$ cat src/wed_pkg.sv
// Package for the wireless endpoint descriptor field encoder
package wed_pkg;

	// ==========================================
	// Register map (byte addresses)
	localparam logic [7:0] WED_CFG_OFF  = 8'h00;
	localparam logic [7:0] WED_SIZE_OFF = 8'h04;
	localparam logic [7:0] WED_OUT_OFF  = 8'h08;
	localparam logic [7:0] WED_STAT_OFF = 8'h0C;

	// ==========================================
	// Descriptor byte offsets
	localparam logic [7:0] WED_DESC_ATTR_OFF = 8'h03;
	localparam logic [7:0] WED_DESC_MPS_OFF  = 8'h04;
	localparam logic [7:0] WED_DESC_IVL_OFF  = 8'h06;

	// ==========================================
	// Transfer type codes in attribute bits 1:0
	localparam logic [1:0] WED_TT_CTRL = 2'h0;
	localparam logic [1:0] WED_TT_ISO  = 2'h1;
	localparam logic [1:0] WED_TT_BULK = 2'h2;
	localparam logic [1:0] WED_TT_INTR = 2'h3;

	// Interrupt power mode bit values
	localparam logic WED_PWR_NORMAL = 1'b0;
	localparam logic WED_PWR_LOW    = 1'b1;

	// ==========================================
	// Interval limits
	localparam logic [7:0] WED_INTR_IVL_MIN = 8'h06;
	localparam logic [7:0] WED_INTR_IVL_MAX = 8'h10;
	localparam logic [7:0] WED_ISO_IVL_MIN  = 8'h01;
	localparam logic [7:0] WED_ISO_IVL_MAX  = 8'h10;
	localparam int         WED_INTR_UNIT_US = 128;
	localparam int         WED_ISO_UNIT_US  = 125;

	// ==========================================
	// Reset values
	localparam logic [31:0] WED_CFG_RST  = 32'h0000_0602;
	localparam logic [31:0] WED_SIZE_RST = 32'h0000_0040;

	// CFG field positions
	localparam int WED_CFG_TT_LSB   = 0;
	localparam int WED_CFG_PWR_BIT  = 2;
	localparam int WED_CFG_SYNC_LSB = 2;
	localparam int WED_CFG_USE_LSB  = 4;
	localparam int WED_CFG_ADJ_BIT  = 7;
	localparam int WED_CFG_IVL_LSB  = 8;
	localparam int WED_CFG_SCAL_BIT = 16;

	// SIZE field positions
	localparam int WED_SIZE_MPS_LSB = 0;
	localparam int WED_SIZE_OTA_LSB = 16;

	// Endpoint setup written by software
	typedef struct packed {
		logic       scalable;
		logic [7:0] interval;
		logic       adjust;
		logic [1:0] usage;
		logic [1:0] sync;
		logic       power;
		logic [1:0] ttype;
	} wed_cfg_s;

	// Encoded descriptor fields
	typedef struct packed {
		logic [7:0]  attr;
		logic [15:0] max_pkt;
		logic [7:0]  interval;
	} wed_desc_s;

	typedef enum logic [1:0] {
		WED_ST_IDLE,
		WED_ST_DATA
	} wed_bus_e;

endpackage : wed_pkg
$ cat src/wed_fields.sv
// Encoder and checker for wireless endpoint descriptor fields, AHB-Lite slave
// Operation
// - Non-iso packet size field at offset 4
// - Iso packet size is the logical size
// - Packet size equals over-air size when allowed
// - Scalable iso reports largest packet size (scalable bit is stored but unused, size taken as written)
// - All sixteen bits give byte count
// - Interval byte zero for bulk, control
// - Interrupt period is two to n-1 units
// - Interrupt interval between 6 and 16
// - Iso interval 1 to 16, 125us units
// - Scalable iso reports fastest service rate (scalable bit is stored but unused, interval taken as written)
// - Attribute bits 6:2 zero for bulk, control
// - Interrupt bit 2 gives power mode
// - Interrupt usage in 5:4, 3 and 6 zero
// - Iso bits 5:2 sync and usage, 6 zero
// - Bit 7 flags packet size adjustment
// - Bits 1:0 code the transfer type
// - Power bit 0 normal, 1 low
`timescale 1ns/1ps
`default_nettype none

module wed_fields (
	input  wire logic                 clk_i,
	input  wire logic                 sys_rst_i,
	input  wire logic                 clk_en_i,
	input  wire logic                 hsel_i,
	input  wire logic [31:0]          haddr_i,
	input  wire logic [1:0]           htrans_i,
	input  wire logic                 hwrite_i,
	input  wire logic [2:0]           hsize_i,
	input  wire logic [31:0]          hwdata_i,
	input  wire logic                 hready_i,
	output logic      [31:0]          hrdata_o,
	output logic                      hreadyout_o,
	output logic                      hresp_o,
	output var wed_pkg::wed_desc_s    desc_o,
	output logic                      desc_err_o
);
	import wed_pkg::*;

	// ==========================================
	// Registers
	logic [31:0] cfg_q;
	logic [31:0] size_q;
	wed_desc_s   desc_q;
	logic        err_q;
	logic        wr_pend_q;
	logic [7:0]  addr_q;
	wed_bus_e    st_q;
	wed_cfg_s    cfg;
	wed_desc_s   desc_d;
	logic        err_d;
	logic [15:0] mps;
	logic [15:0] ota;
	logic        ota_ok;
	logic [7:0]  ivl_lo;
	logic [7:0]  ivl_hi;
	logic [31:0] rd_d;
	logic [31:0] rdata_q;
	logic        take;

	assign cfg = wed_cfg_s'({cfg_q[WED_CFG_SCAL_BIT], cfg_q[WED_CFG_IVL_LSB +: 8],
		cfg_q[WED_CFG_ADJ_BIT], cfg_q[WED_CFG_USE_LSB +: 2], cfg_q[WED_CFG_SYNC_LSB +: 2],
		cfg_q[WED_CFG_PWR_BIT], cfg_q[WED_CFG_TT_LSB +: 2]});
	assign mps = size_q[WED_SIZE_MPS_LSB +: 16];
	assign ota = size_q[WED_SIZE_OTA_LSB +: 16];
	// Over-air value zero means a software compatibility issue
	assign ota_ok = (ota != 16'h0000);

	// ==========================================
	// Field encoder
	always_comb begin
		desc_d = '0;
		err_d  = 1'b0;
		ivl_lo = 8'h00;
		ivl_hi = 8'h00;
		desc_d.attr[1:0] = cfg.ttype;
		desc_d.attr[7]   = cfg.adjust;
		desc_d.max_pkt   = mps;
		case (cfg.ttype)
			WED_TT_ISO: begin
				// Logical size, or over-air size when compatible
				desc_d.max_pkt = ota_ok ? ota : mps;
				desc_d.attr[3:2] = cfg.sync;
				desc_d.attr[5:4] = cfg.usage;
				desc_d.interval  = cfg.interval;
				ivl_lo = WED_ISO_IVL_MIN;
				ivl_hi = WED_ISO_IVL_MAX;
			end
			WED_TT_INTR: begin
				desc_d.attr[2]   = cfg.power;
				desc_d.attr[5:4] = cfg.usage;
				desc_d.interval  = cfg.interval;
				ivl_lo = WED_INTR_IVL_MIN;
				ivl_hi = WED_INTR_IVL_MAX;
				err_d  = cfg.usage[1];
			end
			default: begin
				desc_d.interval = 8'h00;
			end
		endcase
		if (cfg.ttype == WED_TT_ISO && cfg.usage == 2'h3) begin
			err_d = 1'b1;
		end
		// Out-of-range interval is reported, and clamped into range
		if (ivl_hi != 8'h00) begin
			if (desc_d.interval < ivl_lo) begin
				err_d = 1'b1;
				desc_d.interval = ivl_lo;
			end else if (desc_d.interval > ivl_hi) begin
				err_d = 1'b1;
				desc_d.interval = ivl_hi;
			end
		end
	end

	always_ff @(posedge clk_i) begin
		if (sys_rst_i) begin
			desc_q <= '0;
			err_q  <= 1'b0;
		end else if (clk_en_i) begin
			desc_q <= desc_d;
			err_q  <= err_d;
		end
	end

	assign desc_o     = desc_q;
	assign desc_err_o = err_q;

	// ==========================================
	// AHB-Lite slave
	assign take = hsel_i && hready_i && htrans_i[1];

	always_ff @(posedge clk_i) begin
		if (sys_rst_i) begin
			st_q      <= WED_ST_IDLE;
			wr_pend_q <= 1'b0;
			addr_q    <= 8'h00;
		end else if (clk_en_i) begin
			case (st_q)
				WED_ST_IDLE: begin
					st_q <= take ? WED_ST_DATA : WED_ST_IDLE;
				end
				WED_ST_DATA: begin
					st_q <= take ? WED_ST_DATA : WED_ST_IDLE;
				end
				default: begin
					st_q <= WED_ST_IDLE;
				end
			endcase
			wr_pend_q <= take && hwrite_i;
			if (take) begin
				addr_q <= haddr_i[7:0];
			end
		end
	end

	always_ff @(posedge clk_i) begin
		if (sys_rst_i) begin
			cfg_q  <= WED_CFG_RST;
			size_q <= WED_SIZE_RST;
		end else if (clk_en_i && wr_pend_q && st_q == WED_ST_DATA) begin
			case (addr_q)
				WED_CFG_OFF:  cfg_q  <= hwdata_i & 32'h0001_FFFF;
				WED_SIZE_OFF: size_q <= hwdata_i;
				default: begin
				end
			endcase
		end
	end

	always_comb begin
		case (haddr_i[7:0])
			WED_CFG_OFF:  rd_d = cfg_q;
			WED_SIZE_OFF: rd_d = size_q;
			WED_OUT_OFF:  rd_d = {desc_q.interval, desc_q.max_pkt, desc_q.attr};
			WED_STAT_OFF: rd_d = {31'h0000_0000, err_q};
			default:      rd_d = 32'h0000_0000;
		endcase
	end

	always_ff @(posedge clk_i) begin
		if (sys_rst_i) begin
			rdata_q <= 32'h0000_0000;
		end else if (clk_en_i && take && !hwrite_i) begin
			rdata_q <= rd_d;
		end
	end

	assign hrdata_o    = rdata_q;
	assign hreadyout_o = 1'b1;
	assign hresp_o     = 1'b0;

	// ==========================================
	// Checks
	property p_bulk_ctrl_zero;
		@(posedge clk_i) disable iff (sys_rst_i)
		(clk_en_i && !cfg.ttype[0]) |=> (desc_o.interval == 8'h00 && desc_o.attr[6:2] == 5'h00);
	endproperty
	a_bulk_ctrl_zero: assert property (p_bulk_ctrl_zero)
		else $error("bulk or control field not zero");

	property p_reserved_bits;
		@(posedge clk_i) disable iff (sys_rst_i)
		(clk_en_i && !sys_rst_i) |=> !desc_o.attr[6];
	endproperty
	a_reserved_bits: assert property (p_reserved_bits)
		else $error("attribute bit 6 not zero");

	property p_tt_code;
		@(posedge clk_i) disable iff (sys_rst_i)
		(clk_en_i && !sys_rst_i) |=> desc_o.attr[1:0] == $past(cfg.ttype);
	endproperty
	a_tt_code: assert property (p_tt_code)
		else $error("transfer type code wrong");

	property p_intr_range;
		@(posedge clk_i) disable iff (sys_rst_i)
		(clk_en_i && cfg.ttype == WED_TT_INTR) |=>
			(desc_o.interval >= WED_INTR_IVL_MIN && desc_o.interval <= WED_INTR_IVL_MAX
			&& !desc_o.attr[3] && !desc_o.attr[6]);
	endproperty
	a_intr_range: assert property (p_intr_range)
		else $error("interrupt interval or reserved bits wrong");

	property p_intr_power;
		@(posedge clk_i) disable iff (sys_rst_i)
		(clk_en_i && cfg.ttype == WED_TT_INTR) |=> desc_o.attr[2] == $past(cfg.power);
	endproperty
	a_intr_power: assert property (p_intr_power)
		else $error("power mode bit wrong");

	property p_iso_range;
		@(posedge clk_i) disable iff (sys_rst_i)
		(clk_en_i && cfg.ttype == WED_TT_ISO) |=>
			(desc_o.interval >= WED_ISO_IVL_MIN && desc_o.interval <= WED_ISO_IVL_MAX
			&& !desc_o.attr[6]);
	endproperty
	a_iso_range: assert property (p_iso_range)
		else $error("iso interval out of range");

	property p_iso_size;
		@(posedge clk_i) disable iff (sys_rst_i)
		(clk_en_i && cfg.ttype == WED_TT_ISO && ota != 16'h0000) |=>
			desc_o.max_pkt == $past(ota);
	endproperty
	a_iso_size: assert property (p_iso_size)
		else $error("iso size not over-air size");

	property p_size_bytes;
		@(posedge clk_i) disable iff (sys_rst_i)
		(clk_en_i && !sys_rst_i && cfg.ttype != WED_TT_ISO) |=> desc_o.max_pkt == $past(mps);
	endproperty
	a_size_bytes: assert property (p_size_bytes)
		else $error("packet size field wrong");

	property p_adjust;
		@(posedge clk_i) disable iff (sys_rst_i)
		clk_en_i |=> desc_o.attr[7] == $past(cfg.adjust);
	endproperty
	a_adjust: assert property (p_adjust)
		else $error("adjust flag wrong");

	property p_intr_usage;
		@(posedge clk_i) disable iff (sys_rst_i)
		(clk_en_i && !sys_rst_i && cfg.ttype == WED_TT_INTR) |=>
			desc_o.attr[5:4] == $past(cfg.usage);
	endproperty
	a_intr_usage: assert property (p_intr_usage)
		else $error("interrupt usage bits wrong");

	property p_iso_attr;
		@(posedge clk_i) disable iff (sys_rst_i)
		(clk_en_i && !sys_rst_i && cfg.ttype == WED_TT_ISO) |=>
			desc_o.attr[5:2] == $past({cfg.usage, cfg.sync});
	endproperty
	a_iso_attr: assert property (p_iso_attr)
		else $error("iso sync or usage bits wrong");

	// Without a usable over-air size the logical size is reported
	property p_iso_logical;
		@(posedge clk_i) disable iff (sys_rst_i)
		(clk_en_i && !sys_rst_i && cfg.ttype == WED_TT_ISO && ota == 16'h0000) |=>
			desc_o.max_pkt == $past(mps);
	endproperty
	a_iso_logical: assert property (p_iso_logical)
		else $error("iso logical size wrong");

	property p_intr_err;
		@(posedge clk_i) disable iff (sys_rst_i)
		(clk_en_i && !sys_rst_i && cfg.ttype == WED_TT_INTR
			&& (cfg.interval < WED_INTR_IVL_MIN || cfg.interval > WED_INTR_IVL_MAX)) |=>
			desc_err_o;
	endproperty
	a_intr_err: assert property (p_intr_err)
		else $error("interrupt interval error not flagged");

	// An in-range service interval passes through unchanged
	property p_iso_ivl;
		@(posedge clk_i) disable iff (sys_rst_i)
		(clk_en_i && !sys_rst_i && cfg.ttype == WED_TT_ISO
			&& cfg.interval >= WED_ISO_IVL_MIN && cfg.interval <= WED_ISO_IVL_MAX) |=>
			desc_o.interval == $past(cfg.interval);
	endproperty
	a_iso_ivl: assert property (p_iso_ivl)
		else $error("iso service interval altered");

endmodule : wed_fields

`default_nettype wire

$ cat config.mk
export PLATFORM = sky130hd
export DESIGN_NAME = wed_fields
export DESIGN_NICKNAME = d
export VERILOG_FILES = /design/src/wed_pkg.sv /design/src/wed_fields.sv
export SDC_FILE = /design/constraint.sdc
export NUM_CORES = 1
export LEC_CHECK = 0
export BUFFER_PORTS_ARGS = -buffer_cell sky130_fd_sc_hd__buf_2
export CAP_MARGIN = 10
export CORE_UTILIZATION = 45
export DETAILED_ROUTE_END_ITERATION = 7
export PLACE_DENSITY_LB_ADDON = 0.15
export RECOVER_POWER = 25
export SYNTH_ARGS = -nofsm -noshare
export SYNTH_HDL_FRONTEND = slang
export SYNTH_SLANG_ARGS = --single-unit
export TNS_END_PERCENT = 30
$ cat constraint.sdc
create_clock -name clk_i -period 2.7 [get_ports clk_i]
set_input_delay 0.405 -clock clk_i [delete_from_list [all_inputs] [get_ports clk_i]]
set_output_delay 0.405 -clock clk_i [all_outputs]
set_load 0.05 [all_outputs]
==> results.yml <==
status:
  run_status: "finished, final reports clean"
timing:
  tightest_slew_ps: 1085
  fmax_mhz: 475.8
  timing_max_transition_violations_final: 0
  setup-tns-final_ps: 0
  final_clock_period_utilization_by_the_worst_path_pct: 77.84
  slew-limit-headroom_pct: 27.70
  setup-violations-final: 0
  clock_skew_ps: 7.351
  post-route-min-period_ps: 2102
  grt_setup_unrepaired: "no"
  timing.final.hold_violations: 0
cts:
  clock_tree.root_cell: "clkbuf_16"
  post_cts_resize_count: 0
  htreeDepth: 4
  cts_tree: "yes"
  cts_setup_buffers: 0
  cts-buffers-inserted: 17
  clkSinkCount: 123
  worstSkewPairLatency_ps: 420
  post_cts_hold_buffer_count: 0
  cts_buffer_depth: 2
  clk_transition_reported_paths_ps: 50
power_and_ir_drop:
  finalPower_uw: 4355
  pwr_density_cell_nw_per_um2: 681.0
  vdd_drop_max_uv: 425.9
  cellLeakagePower_uw: 0.002720
critical_path:
  critical_path_startpoint_category: "register"
  critical_path.n_buffers_inverters: 0
  worstSetupPathType: "register to register"
  worst-r2r-cell-count: 4
  timing.reg2reg.setup_slack_ps: 600
  critical-path-max-stage-delay_ps: 800
  regToRegEndpoint: "size_q[16]"
  worst_path_max_delay_cell: "or4_4"
  critical-path-top-cell-by-count: "or4_4"
  worst-endpoint-required_ps: 2990
  path_delay_family: "simple AND/OR/NAND/NOR gates"
  critical_path.cell_chain: "or4_4 -> or4_4 -> mux2i_1 -> nor2_1"
  critical_path_peak_fanout: 33
  worstSetupEndpointType: "register"
  cp_data_arrival_time_ps: 2390
  timing.rr.start: "addr_q[3]"
drt:
  vias_per_cell: 5.655
  post_drt_wl_per_cell_um: 17.98
  first_pass_iters: 5
  routed_wire_length_um: 14360
  detailroute.via_count: 4518
  ant_nets: 0
  detail_route.drc_violations: 0
  detail_route.iter0.violations: 286
layout:
  antenna_cells_inserted: 0
  final_common_cell: "dfxtp_1"
  layout.cells.most_common_list: "dfxtp_1, nor2_1, buf_2"
  area.sequential_um2: 2462
  flow.area_growth_from_synthesis_pct: 22.39
  final_nets: 723
  fill_cells: 1002
  final_layout_size_suffix_gt1_share_pct: 20.94
  stdcell_area_um2: 6395
  area_used_by_multi_input_combinational_logic_um2: 2500
floorplan:
  ios: 142
  floorplan.rows: 38
  floorplan.die.width_um: 109.8
  floorplan.core_area_um2: 11080
  die-area_um2: 12050
  floorplan.initialDensity_pct: 47.17
  floorplan.die.height_um: 109.8
grt:
  grt.busiest_layer: "met2"
  grt_use_total_pct: 25.38
  groute.layer.met2.usage_pct: 39.62
  grt_max_degree: 55
  grt_pass1_vias: 4303
  grt_overflow_total: 0
  grt_pass1_wl_um: 22520
  global_route.usage.met1_pct: 33.22
  globalRouteMet3Util_pct: 5.868
  antenna_found_initial: 0
worst_hold_path:
  hold-path-endpoint: "size_q[19]"
  worst_hold_path.num_cells: 3
  worst_hold_path_type: "input pin to register"
  worstHoldStart: "hwdata_i[19]"
placement:
  detailedPlacementHpwl_um: 9835
  port_buffers: 110
  placed_area_um2: 5826
  gp_routability_congestion: 0.7782
yosys:
  postSynth.asyncResetShare_pct: 0
  synth.lib_cells_used.distinct: 44
  number_of_flops_mapped_to_enable_cells_by_yosys: 0
  synthesis.yosys.warnings: 0
  syn_inst: 549
  synth_ff_type: "dfxtp_1"
  synth_area_per_cell_um2: 9.517
  synth_seq_cells: 123
  syn-cell-area_um2: 5225
  ys_seq_area_share_pct: 47.13
flow_run:
  maxCapViolations: 0
[routing by layer]
| layer | vias up | wire length, µm |
|---|---|---|
| met4 | 0 | 328 |
| met2 | 159 | 6574 |
| met3 | 24 | 988 |
| li1 | 2147 | - |
| met5 | - | 0 |
| met1 | 2188 | 6471 |
[cells in the mapped netlist (3+ instances only)]
library cell	n	share of area, %
a211oi_1	14	2.0
a21oi_1	18	1.7
a22o_1	14	2.3
a22oi_1	32	4.6
and2_1	5	0.60
buf_1	3	0.22
buf_4	5	0.72
clkbuf_1	34	2.4
dfxtp_1	123	47
inv_1	6	0.43
mux2i_1	81	16
nand2_1	26	1.9
nand2b_1	12	1.4
nand3_1	7	0.67
nor2_1	102	7.3
nor2b_1	5	0.60
nor4_1	6	0.72
o211ai_1	3	0.43
o21ai_0	3	0.29
o2bb2ai_1	15	2.5
or3_1	3	0.36
[final cells by class]
cell class | count | area share, %
multi-input cells | 373 | 39.09
inverters | 6 | 0.3522
repair buffers | 125 | 9.861
well taps | 140 | 2.739
clock inverters | 6 | 0.8609
clock buffers | 26 | 8.589
flip-flops and latches | 123 | 38.51
[worst max path at each step]
stage	start	end	cells past startpoint
global route	cfg_q[1]	desc_o[2]	6
detailed placement	addr_q[3]	size_q[29]	4
global placement	addr_q[3]	size_q[29]	4
finish	addr_q[3]	size_q[16]	4
floorplan	cfg_q[0]	desc_o[2]	7
CTS	addr_q[3]	size_q[21]	4
[through the flow]
step / hold WS (ps) / instances / setup slack (ps) / util (%)
6_report: 218.4 / 799 / 598.3 / 57.73
5_1_grt: 225.4 / 799 / 495.4 / 57.73
4_1_cts: 208.2 / 799 / 595.1 / 58.04
3_5_place_dp: 445.3 / 767 / 606.7 / 52.59
3_3_place_gp: 440.6 / 767 / 625.2 / 52.59
2_1_floorplan: 431.1 / 550 / 721.5 / -
[sequential cells by signal (all words and copies together) (netlist names)]
signal      flops
desc_err_o      1
hrdata_o       32
st_q            1
wr_pend_q       1
cfg_q          17
desc_o         31
size_q         32
addr_q          8
[power breakdown]
group	switching (µW)	leakage, µW	internal, µW
clock	788	0.000308	1480
combinational	170	0.00142	72.9
sequential	13.6	0.000994	1830
total	971	0.00272	3380
[worst reg2reg max path, cell delays in order (launching register included)]
cell and delay [ps]:
dfxtp_1 310, or4_4 540, or4_4 800, mux2i_1 270, nor2_1 50
[cell families after synthesis]
logic type                 synth area share [%]
other                                    0.1437
AOI/OAI and AO/OA                         15.73
and+or+nand+nor                           15.30
buffers and inverters                     5.268
DFF                                       47.13
muxes                                     15.95
adders and majority gates                0.4789
(Power assumes the default switching activity.)
